`src/verilog/btte_pkg.sv`:
```
// btte_pkg: constants, carriers and state layout of the trigger-event matchers
package btte_pkg;

    // ************************************************************
    // register map
    // ************************************************************
    localparam int BTTE_NUM = 8;  // number of matchers
    localparam logic [31:0] TMC_OFF_0 = 32'h10020a20;
    localparam logic [31:0] TMC_OFF_1 = 32'h10020a28;
    localparam logic [31:0] TMC_OFF_2 = 32'h10020a30;
    localparam logic [31:0] TMC_OFF_3 = 32'h10020a38;
    localparam logic [31:0] TMC_OFF_4 = 32'h10020a60;
    localparam logic [31:0] TMC_OFF_5 = 32'h10020a68;
    localparam logic [31:0] TMC_OFF_6 = 32'h10020a70;
    localparam logic [31:0] TMC_OFF_7 = 32'h10020a78;
    localparam logic [7:0][31:0] TMC_OFF = {TMC_OFF_7, TMC_OFF_6, TMC_OFF_5,
        TMC_OFF_4, TMC_OFF_3, TMC_OFF_2, TMC_OFF_1, TMC_OFF_0};

    // ************************************************************
    // control field positions
    // ************************************************************
    localparam int F_TRAP_LO = 0;   // trap select 3:0
    localparam int F_REQ_EN = 4;    // requester_compare_enable
    localparam int F_DSRC_EN = 5;   // data_source_compare_enable
    localparam int F_RESP_EN = 6;   // responder_compare_enable
    localparam int F_INT_EN = 7;    // interrupt source enable
    localparam int F_RSVD = 8;      // reserved
    localparam int F_DBG_EN = 9;    // external line enable
    localparam int F_WR_EN = 10;    // write-class qualifier
    localparam int F_RD_EN = 11;    // read-class qualifier
    localparam int F_REQ_LO = 12;   // requester_code 15:12
    localparam int F_RESP_LO = 16;  // responder_code 19:16
    localparam int F_DSRC_LO = 20;  // data_source_code 23:20
    localparam int F_CNT_LO = 24;   // count 31:24
    localparam logic [23:0] CFG_WMASK = 24'hfffeff;  // bit 8 not stored
    localparam logic [23:0] CFG_RST = 24'h000000;
    localparam logic [7:0] CNT_RST = 8'h00;

    // bus command codes on the address phase
    typedef enum logic [2:0] {
        BTTE_CMD_IDLE = 3'h0,
        BTTE_CMD_SHARED_READ = 3'h1,     // shared_read_command
        BTTE_CMD_EXCLUSIVE_READ = 3'h2,  // exclusive_read_command
        BTTE_CMD_WRITE = 3'h3,
        BTTE_CMD_WRITE_INV = 3'h4,
        BTTE_CMD_INVALIDATE = 3'h5
    } btte_cmd_e;

    // address-phase carrier
    typedef struct packed {
        logic valid;
        btte_cmd_e cmd;
        logic [3:0] req_id;    // requester of the transaction
        logic [3:0] trap_hit;  // range hits of the four address traps
    } btte_abus_s;

    // data-phase carrier
    typedef struct packed {
        logic valid;
        logic [3:0] data_id;  // upper nibble of the transaction id
        logic [3:0] resp_id;  // responder that supplies the data
    } btte_dbus_s;

    // whole state of the block
    typedef struct packed {
        logic [7:0][23:0] cfg;   // stored control fields
        logic [7:0][7:0] init;   // reload values
        logic [7:0][7:0] cnt;    // live counters
        logic [7:0] evt;         // event pulses
        logic dbg_s1;
        logic dbg_s2;
        logic dbg_arm;
        logic int_arm;
        logic pready;
        logic pslverr;
        logic [31:0] prdata;
    } btte_state_s;

endpackage : btte_pkg

```
`src/verilog/btte_trigger_events.sv`:
```
// btte_trigger_events: eight trigger-event matchers with an apb register port
//
// Decided for this implementation: register access over APB.
module btte_trigger_events (
    input wire logic pclk,
    input wire logic presetn,
    input wire logic psel,
    input wire logic penable,
    input wire logic pwrite,
    input wire logic [31:0] paddr,
    input wire logic [31:0] pwdata,
    output logic [31:0] prdata,
    output logic pready,
    output logic pslverr,
    input wire btte_pkg::btte_abus_s abus,
    input wire btte_pkg::btte_dbus_s dbus,
    input wire logic [1:0] int_trace,
    input wire logic dbg_line_n,
    output logic [7:0] event_pulse
);

    // ************************************************************
    // state and next state
    // ************************************************************
    btte_pkg::btte_state_s st_r;   // registered state
    btte_pkg::btte_state_s st_nxt; // next state

    logic [7:0] sel_hit;   // register decode per matcher
    logic any_hit;         // any mapped register addressed
    logic acc_done;        // access phase completes this edge
    logic acc_start;       // first access cycle, read data sampled
    logic [7:0] wr_sel;    // write strobe per matcher
    logic [7:0] addr_hit;  // address-phase condition per matcher
    logic [7:0] data_hit;  // data-phase condition per matcher
    logic [7:0] trig;      // overall condition per matcher
    logic rd_cls;          // read-class command on the bus
    logic wr_cls;          // write-class command on the bus
    logic int_any;         // either mapper output asserted
    logic int_fire;        // interrupt rising edge
    logic dbg_fire;        // debug line falling edge

    // ************************************************************
    // apb decode
    // ************************************************************

    // completes on the edge where our registered ready is seen
    assign acc_done = psel & penable & st_r.pready;
    // ready comes one cycle into the access phase
    assign acc_start = psel & penable & ~st_r.pready;
    assign any_hit = |sel_hit;

    // full 32-bit compare against each printed offset
    genvar g;
    generate
        for (g = 0; g < btte_pkg::BTTE_NUM; g++) begin : g_dec
            assign sel_hit[g] = (paddr == btte_pkg::TMC_OFF[g]);
            assign wr_sel[g] = acc_done & pwrite & sel_hit[g];
        end
    endgenerate

    // ************************************************************
    // command classes
    // ************************************************************

    // shared and exclusive reads form the read class
    assign rd_cls = abus.valid & ((abus.cmd == btte_pkg::BTTE_CMD_SHARED_READ) |
        (abus.cmd == btte_pkg::BTTE_CMD_EXCLUSIVE_READ));
    // write, write-invalidate and invalidate form the write class
    assign wr_cls = abus.valid & ((abus.cmd == btte_pkg::BTTE_CMD_WRITE) |
        (abus.cmd == btte_pkg::BTTE_CMD_WRITE_INV) |
        (abus.cmd == btte_pkg::BTTE_CMD_INVALIDATE));

    // ************************************************************
    // shared edge detectors
    // ************************************************************

    // mapper outputs are on this clock, so no synchroniser
    assign int_any = |int_trace;
    // arm holds last cycle's "both clear"; no record of which mapper
    assign int_fire = int_any & st_r.int_arm;
    // arm holds last synchronised high level of the line
    assign dbg_fire = ~st_r.dbg_s2 & st_r.dbg_arm;

    // ************************************************************
    // per-matcher conditions
    // ************************************************************
    generate
        for (g = 0; g < btte_pkg::BTTE_NUM; g++) begin : g_match
            logic [23:0] c;       // this matcher's control fields
            logic req_ok;         // requester check
            logic trap_ok;        // trap check
            logic cmd_ok;         // read/write check
            logic dsrc_ok;        // data-source check
            logic resp_ok;        // responder check
            assign c = st_r.cfg[g];

            // requester code compared only when enabled
            assign req_ok = ~c[btte_pkg::F_REQ_EN] |
                (abus.req_id == c[btte_pkg::F_REQ_LO +: 4]);
            // no selects: address ignored; else any selected trap hit.
            // trap hits arrive raw, the trap's own counter never gates them
            assign trap_ok = (c[btte_pkg::F_TRAP_LO +: 4] == 4'h0) |
                (|(c[btte_pkg::F_TRAP_LO +: 4] & abus.trap_hit));
            // both qualifiers clear leaves cmd_ok low for good
            assign cmd_ok = (c[btte_pkg::F_RD_EN] & rd_cls) |
                (c[btte_pkg::F_WR_EN] & wr_cls);
            // all three must hold together
            assign addr_hit[g] = req_ok & trap_ok & cmd_ok;

            // data id is the upper transaction-id nibble from the carrier
            assign dsrc_ok = (dbus.data_id == c[btte_pkg::F_DSRC_LO +: 4]);
            assign resp_ok = (dbus.resp_id == c[btte_pkg::F_RESP_LO +: 4]);
            // at least one enable set; every set enable must match
            assign data_hit[g] = dbus.valid &
                (c[btte_pkg::F_DSRC_EN] | c[btte_pkg::F_RESP_EN]) &
                (~c[btte_pkg::F_DSRC_EN] | dsrc_ok) &
                (~c[btte_pkg::F_RESP_EN] | resp_ok);

            // any source raises the condition
            assign trig[g] = addr_hit[g] | data_hit[g] |
                (c[btte_pkg::F_INT_EN] & int_fire) |
                (c[btte_pkg::F_DBG_EN] & dbg_fire);
        end
    endgenerate

    // ************************************************************
    // next-state logic
    // ************************************************************

    // one pass fills the whole next state
    always_comb begin
        st_nxt = st_r;
        // pulses last a single clock unless retriggered
        st_nxt.evt = 8'h00;
        // two flops on the asynchronous debug line
        st_nxt.dbg_s1 = dbg_line_n;
        st_nxt.dbg_s2 = st_r.dbg_s1;
        // rearm only after a high level was seen
        st_nxt.dbg_arm = st_r.dbg_s2;
        // rearm only once both mappers are clear
        st_nxt.int_arm = ~int_any;
        // ready one access cycle late, then drop
        st_nxt.pready = acc_start;
        st_nxt.pslverr = acc_start & ~any_hit;

        // read data sampled with the rising ready
        if (acc_start) begin
            st_nxt.prdata = 32'h00000000;
            for (int i = 0; i < btte_pkg::BTTE_NUM; i++) begin
                if (sel_hit[i]) begin
                    // live count on top, bit 8 kept zero
                    st_nxt.prdata = {st_r.cnt[i], st_r.cfg[i]};
                end
            end
        end

        for (int i = 0; i < btte_pkg::BTTE_NUM; i++) begin
            if (wr_sel[i]) begin
                // software write wins over a match in the same cycle
                st_nxt.cfg[i] = pwdata[23:0] & btte_pkg::CFG_WMASK;
                st_nxt.init[i] = pwdata[btte_pkg::F_CNT_LO +: 8];
                // counter restarts from the new value
                st_nxt.cnt[i] = pwdata[btte_pkg::F_CNT_LO +: 8];
            end else if (trig[i]) begin
                if (st_r.cnt[i] != 8'h00) begin
                    // swallow this occurrence
                    st_nxt.cnt[i] = st_r.cnt[i] - 8'h01;
                end else begin
                    // signal and reload
                    st_nxt.evt[i] = 1'b1;
                    st_nxt.cnt[i] = st_r.init[i];
                end
            end
        end
    end

    // ************************************************************
    // state register
    // ************************************************************

    // every field clears to zero; all matchers start idle
    always_ff @(posedge pclk or negedge presetn) begin
        if (!presetn) begin
            st_r.cfg <= {8{btte_pkg::CFG_RST}};
            st_r.init <= {8{btte_pkg::CNT_RST}};
            st_r.cnt <= {8{btte_pkg::CNT_RST}};
            st_r.evt <= 8'h00;
            st_r.dbg_s1 <= 1'b0;
            st_r.dbg_s2 <= 1'b0;
            st_r.dbg_arm <= 1'b0;
            st_r.int_arm <= 1'b0;
            st_r.pready <= 1'b0;
            st_r.pslverr <= 1'b0;
            st_r.prdata <= 32'h00000000;
        end else begin
            st_r <= st_nxt;
        end
    end

    // ************************************************************
    // outputs
    // ************************************************************
    assign prdata = st_r.prdata;
    assign pready = st_r.pready;
    assign pslverr = st_r.pslverr;
    assign event_pulse = st_r.evt;
endmodule : btte_trigger_events

```
`config.mk`:
```
export PLATFORM = sky130hd
export DESIGN_NAME = btte_trigger_events
export DESIGN_NICKNAME = d
export VERILOG_FILES = /design/src/verilog/btte_pkg.sv /design/src/verilog/btte_trigger_events.sv
export SDC_FILE = /design/constraint.sdc
export NUM_CORES = 1
export LEC_CHECK = 0
export BUFFER_PORTS_ARGS = -buffer_cell sky130_fd_sc_hd__buf_4
export CAP_MARGIN = 30
export CORE_ASPECT_RATIO = 0.6
export CORE_MARGIN = 5
export CORE_UTILIZATION = 50
export CTS_CLUSTER_DIAMETER = 50
export DETAILED_ROUTE_END_ITERATION = 8
export PLACE_DENSITY = 0.73
export SYNTH_ARGS = -nofsm -noshare
export SYNTH_HDL_FRONTEND = slang
export SYNTH_SLANG_ARGS = --single-unit
```
`constraint.sdc`:
```
create_clock -name pclk -period 2.12 [get_ports pclk]
set_input_delay 0.424 -clock pclk [delete_from_list [all_inputs] [get_ports pclk]]
set_output_delay 0.424 -clock pclk [all_outputs]
set_load 0.02 [all_outputs]
```
# --- After elaboration in Yosys (flattened, before gate mapping) ---
# Index checks and enable logic that the tools add are counted.
word_totals:
  in_bits: 93
  reg_bits: 358
  n_memories: 0
  elab_cells: 367
  latchBits: 0
  mem_bits_rw: 0
  romBits: 0
op_classes:
  order_cmp: 0
  shift: 0
  bitwise_logic: 200
  n_eq_ne: 37
  div: 0
  reduce_logical: 34
  muxes: 56
  multipliers: 0
  n_addsub: 8
ops:
  columns: ["cell", "n"]
  rows:
  - ["$eq 32x29->1 const B", 8]
  - ["$mux 32", 8]
  - ["$mux 8", 24]
  - ["$eq 4x4->1", 24]
  - ["$and 1x1->1", 89]
  - ["$or 1x1->1", 75]
  - ["$reduce_bool 8->1", 8]
  - ["$sub 8x1->8 const B", 8]
  - ["$and 4x4->4", 8]
  - ["$logic_not 4->1", 8]
  - ["$reduce_or 4->1", 8]
  - ["$not 1->1", 28]
  - ["$mux 1", 24]
  - ["$reduce_bool 2->1", 8]
  - ["$reduce_or 8->1", 1]
  - ["$eq 3x2->1 const B", 2]
  - ["$eq 3x3->1 const B", 2]
  - ["$eq 3x1->1 const B", 1]
  - ["$reduce_or 2->1", 1]

# --- Logic depth before layout (Yosys ltp) ---
depth:
  word_depth: 12
  mapped_depth: 9

# --- Worst setup path before layout ---
# No wires, ideal clock.
synth_timing:
  kind: "input port to flip-flop"
  startpoint: "input port paddr[31]"
  endpoint: "register st_r, in the netlist g_match[3].c[10]"
  n_path_buf: 2
  setup_time_ns: 0.125
  required_ns: 1.995
  path_stages: 7
  slack_ns: -0.209
  t_arrival_ns: 2.204
  path_cell_list: "nor4_1 > nand4_1 > or4_1 > buf_2 > nor2_4 > buf_4 > mux2_2"
synth_between:
  elab_chain_cells: 2
synth_lines:
  columns: ["item", "line_no", "rtl"]
  rows:
  - ["start, declared", "btte_trigger_events.sv:10", "input wire logic [31:0] paddr,"]
  - ["$eq 32x29->1", "btte_trigger_events.sv:56", "assign sel_hit[g] = (paddr == btte_pkg::TMC_OFF[g]);"]
  - ["$and 1x1->1", "btte_trigger_events.sv:57", "assign wr_sel[g] = acc_done & pwrite & sel_hit[g];"]
  - ["end signal, assigned", "btte_trigger_events.sv:196", "st_r <= st_nxt;"]
  - ["end, declared", "btte_trigger_events.sv:25", "btte_pkg::btte_state_s st_r;"]
# No other way between the ends.
# A chain may end at the register's enable or synchronous reset.

# --- Worst setup path after layout ---
layout_timing:
  startpoint: "register st_r, in the netlist g_match[5].c[0]"
  endpoint: "register st_r[92] in the netlist's numbering"
layout_between:
  elab_chain_cells: 9
layout_lines:
  columns: ["item", "line_no", "rtl"]
  rows:
  - ["$and 4x4->4", "btte_trigger_events.sv:103", "(|(c[btte_pkg::F_TRAP_LO +: 4] & abus.trap_hit));"]
  - ["$reduce_or 4->1", "btte_trigger_events.sv:103", null]
  - ["$or 1x1->1 (*)", "btte_trigger_events.sv:102", "assign trap_ok = (c[btte_pkg::F_TRAP_LO +: 4] == 4'h0) |"]
  - ["$and 1x1->1 (*) (2 in a row)", "btte_trigger_events.sv:108", "assign addr_hit[g] = req_ok & trap_ok & cmd_ok;"]
  - ["$or 1x1->1 (*) (2 in a row)", "btte_trigger_events.sv:120", "assign trig[g] = addr_hit[g] | data_hit[g] |"]
  - ["$or 1x1->1 (*)", "btte_trigger_events.sv:121", "(c[btte_pkg::F_INT_EN] & int_fire) |"]
  - ["$reduce_bool 2->1 (no line) (*)", null, null]
# Every way passes the cells marked *; elsewhere a longest branch is shown, timed or not.

==> flow_summary.toml <==
[setup_path]
r2r-end = "st_r[92]$_DFFE_PN0P_"
worstPathMaxFanout = 6
worstPathRequired_ns = 2.58
arrival_ns = 2.87
endpoint_kind = "register"
rrSetupSlack_ns = -0.29
cp-start-kind = "register"
reg2reg_from = "g_match[5].c[0]$_DFFE_PN0P_"
crit_type = "reg -> reg"
worst-r2r-cell-count = 8

[sta]
period_share = 1.14
final_hold_viol_count = 0
setup_ws_ns = -0.294
max_freq_mhz = 414
relSlewSlack = 0.373
rsz0062_at_grt = "true"
hold_ws_ns = 0.0270
slew_viol_final = 0
finalSetupViolCount = 15
min_period_ns = 2.41
fin_skew_ns = 0.0222
tightest_slew_ns = 0.941

[placement]
gp_congestion = 1.04
hpwl_um = 51100
port_buffers = 132
placed_cells = 3052
pre_cts_ws_ns = -0.596
placedInstanceArea_sq_mm = 0.0234

[power_and_ir_drop]
power.share.switching = 0.242
p_int_w = 0.0107
pwr-share-clk = 0.446
power.switching_w = 0.00341
vdd_drop_max_v = 0.000367
leakagePower_nw = 13.0
pwr-share-seq = 0.485
power_density_mw_per_mm2 = 558
pwr-share-comb = 0.069

[detailed_routing]
wl_um = 73000
route.detailed.drc = 0
vias = 19400
post_drt_via_cell_ratio = 6.20
drtIter0Drc = 2870
wl_per_cell_um = 23.3
dr.pass1.iters = 6
detail-route-antenna-nets = 0

[synth]
synth_area_sq_mm = 0.0200
syn_inst = 2306
ys_ff_latch = 357
synth_edf_count = 0
syn_avg_cell_area_sq_um = 8.68
yosysTopAreaCell = "dfrtp_1"
synth.area.top_cells = "dfrtp_1, nand2_1, xor2_1"
synth_top_area_frac = 0.446
synth_nets = 2415
yosys_warnings = 0
synth_cell_types = 80
synth_sequential_area_ratio = 0.446
postSynth.asyncResetShare = 1.00
synth-main-ff-cell = "dfrtp_1"

[floorplanning]
dieWidth_um = 268
io_pins = 135
core_sq_mm = 0.0393
start_util = 0.509
dieArea_sq_mm = 0.0443
die_height_um = 165
rows = 56

[outcome]
violations = "negative setup slack"
status = "finished, violations left"

[clocking]
clock-sinks = 357
htreeDepth = 2
insertion_delay_ns = 0.55
cts_buffer_depth = 3
clk_pin_slew_worst_paths_ns = 0.07
numCtsBuffers = 36
cts_tree = "built"
root_buffer = "clkbuf_16"

[global_routing]
grt_first_pass_wirelength_um = 111000
grt_max_degree = 58
grt_usage = 0.322
grt_pass1_vias = 19000
overflow = 0
grt_antenna_before_repair = 5

[layout]
nNetsFinal = 2699
regArea_sq_mm = 0.00893
fill_cells = 3117
final_area_sq_mm = 0.0252
multi_input_area_sq_mm = 0.0105
final_layout_size_suffix_gt1_frac = 0.255
finalNonFillerCells = 3133
synthToLayoutAreaGrowth_pct = 26.1
post-route-util = 0.642

[worst_hold_path]
hold_path_depth = 2
holdPathEnd = "st_r[34]$_DFF_PN0_"
holdCritStartpoint = "int_trace[0]"
hold_class = "in -> reg"

[job]
drv_cap = 0
power groups by stage:
| stage | combinational [W] | sequential (W) | clock, W |
|---|---|---|---|
| final | 0.000977 | 0.00682 | 0.00628 |
| after global routing | 0.00103 | 0.00682 | 0.00660 |
| after CTS | 0.000938 | 0.00682 | 0.00631 |
| after detailed placement | 0.000915 | 0.00695 | 0 |
| after global placement | 0.000898 | 0.00695 | 0 |
| after floorplan | 0.000351 | 0.00695 | 0 |
worst max-delay path: stages (launching register included):
cell	delay (ns)
dfrtp_1	0.41
a22oi_2	0.24
a31oi_4	0.13
a222oi_1	0.83
o21ai_2	0.14
buf_6	0.18
buf_6	0.11
a21o_1	0.15
o21ai_1	0.12
kinds of logic (layout without fill, tap and decap cells):
logic type / count (synthesis) / in the layout / synth area share
XOR/XNOR: 105 / 105 / 0.0463
AND/OR/NAND/NOR: 977 / 977 / 0.208
adder cells (fa/ha/maj): 16 / 16 / 0.0100
buffers and inverters: 241 / 541 / 0.0599
flip-flops: 357 / 357 / 0.446
AO/OA/AOI/OAI: 499 / 500 / 0.170
multiplexers: 110 / 110 / 0.0588
other: 1 / 5 / 0.000187
synthesized netlist by cell type (7+ instances only):
master       n
nand2_1    741
o221ai_1    11
buf_6        8
a21oi_1     75
or4_1       11
buf_2       46
o2111ai_1    9
or2_2       10
and4_1       8
o2bb2ai_1   22
a21o_1      26
buf_1       10
clkbuf_1   101
a22o_1       8
a2bb2oi_1   18
dfrtp_1    357
o21ai_0    118
a211oi_1    24
o21ai_1      7
a22oi_1     56
buf_4       47
nand3_1     32
nor2b_1      7
o31ai_1     12
nor2_1      68
inv_1       27
nor4_1      13
nand4_1      7
nor3_1      23
mux2i_1     58
nand2b_1    10
o211ai_1    34
a31oi_1     19
xor2_1     101
ha_1        16
o41ai_1     25
mux2_2      51
cells in the final DEF, fill, tap and decap left out, types with 21 or more instances in the layout:
cell type and instances:
a211oi_1 24, mux2i_1 55, o211ai_1 34, mux2_2 50, clkbuf_16 41, buf_12 31
dfrtp_1 357, a22oi_1 54, nor3_1 21, nor2_1 63, buf_4 409, o21ai_0 94
o2bb2ai_1 22, xor2_1 95, inv_1 27, a21oi_1 70, a21o_1 26, nand3_1 27
nand2_1 737, o21ai_1 28
what timing repair did:
| item | in CTS | in global routing |
|---|---|---|
| pin swaps | 16 | 45 |
| setup buffers | 6 | 13 |
| endpoints found under the setup margin | 82 | 119 |
| gates cloned | 2 | 4 |
| hold buffers | 2 | 0 |
| endpoints found under the hold margin | 33 | 0 |
| gates resized for setup | 48 | 81 |
final cells by class:
cell class,instances,area share
well taps,522,0.0259
diodes,4,0.000396
clock buffers,49,0.0408
clock inverters,6,0.00248
multi-input cells,1709,0.416
repair buffers,458,0.157
flip-flops and latches,357,0.354
inverters,28,0.00416
sequential cells by signal, summed over array words and instances, names as in the netlist:
register	flops
event_pulse	8
prdata	31
pready	1
st_r	130
pslverr	1
g_match.c	184
st_nxt	2
through the flow:
| stage | TNS (ns) | total power, W |
|---|---|---|
| after floorplan | -13.57 | 0.00731 |
| after global placement | -119.40 | 0.00785 |
| after detailed placement | -130.68 | 0.00787 |
| after CTS | -0.804 | 0.0141 |
| after global routing | -2.84 | 0.0144 |
| final | -2.08 | 0.0141 |
worst max path at each step:
stage / from / end / slack [ns] / cells after the start
CTS: g_match[5].c[14]$_DFFE_PN0P_ / st_r[87]$_DFFE_PN0P_ / -0.12 / 8
detailed placement: paddr[26] / g_match[0].c[4]$_DFFE_PN0P_ / -0.60 / 9
floorplan: paddr[2] / g_match[3].c[10]$_DFFE_PN0P_ / -0.20 / 7
global placement: paddr[26] / g_match[3].c[7]$_DFFE_PN0P_ / -0.55 / 8
finish: g_match[5].c[0]$_DFFE_PN0P_ / st_r[92]$_DFFE_PN0P_ / -0.29 / 8
global route: g_match[5].c[0]$_DFFE_PN0P_ / st_r[93]$_DFFE_PN0P_ / -0.27 / 7
metal layers:
layer,share of wire,up-vias,routed length [um],track usage
met3,0.13,194,9140,0.0825
met5,0.000096,-,7,0
met2,0.43,1235,31200,0.477
met1,0.42,9502,30300,0.465
met4,0.032,2,2340,0.100
li1,-,8496,-,-
Note: power is estimated with default switching activity, not from simulation.
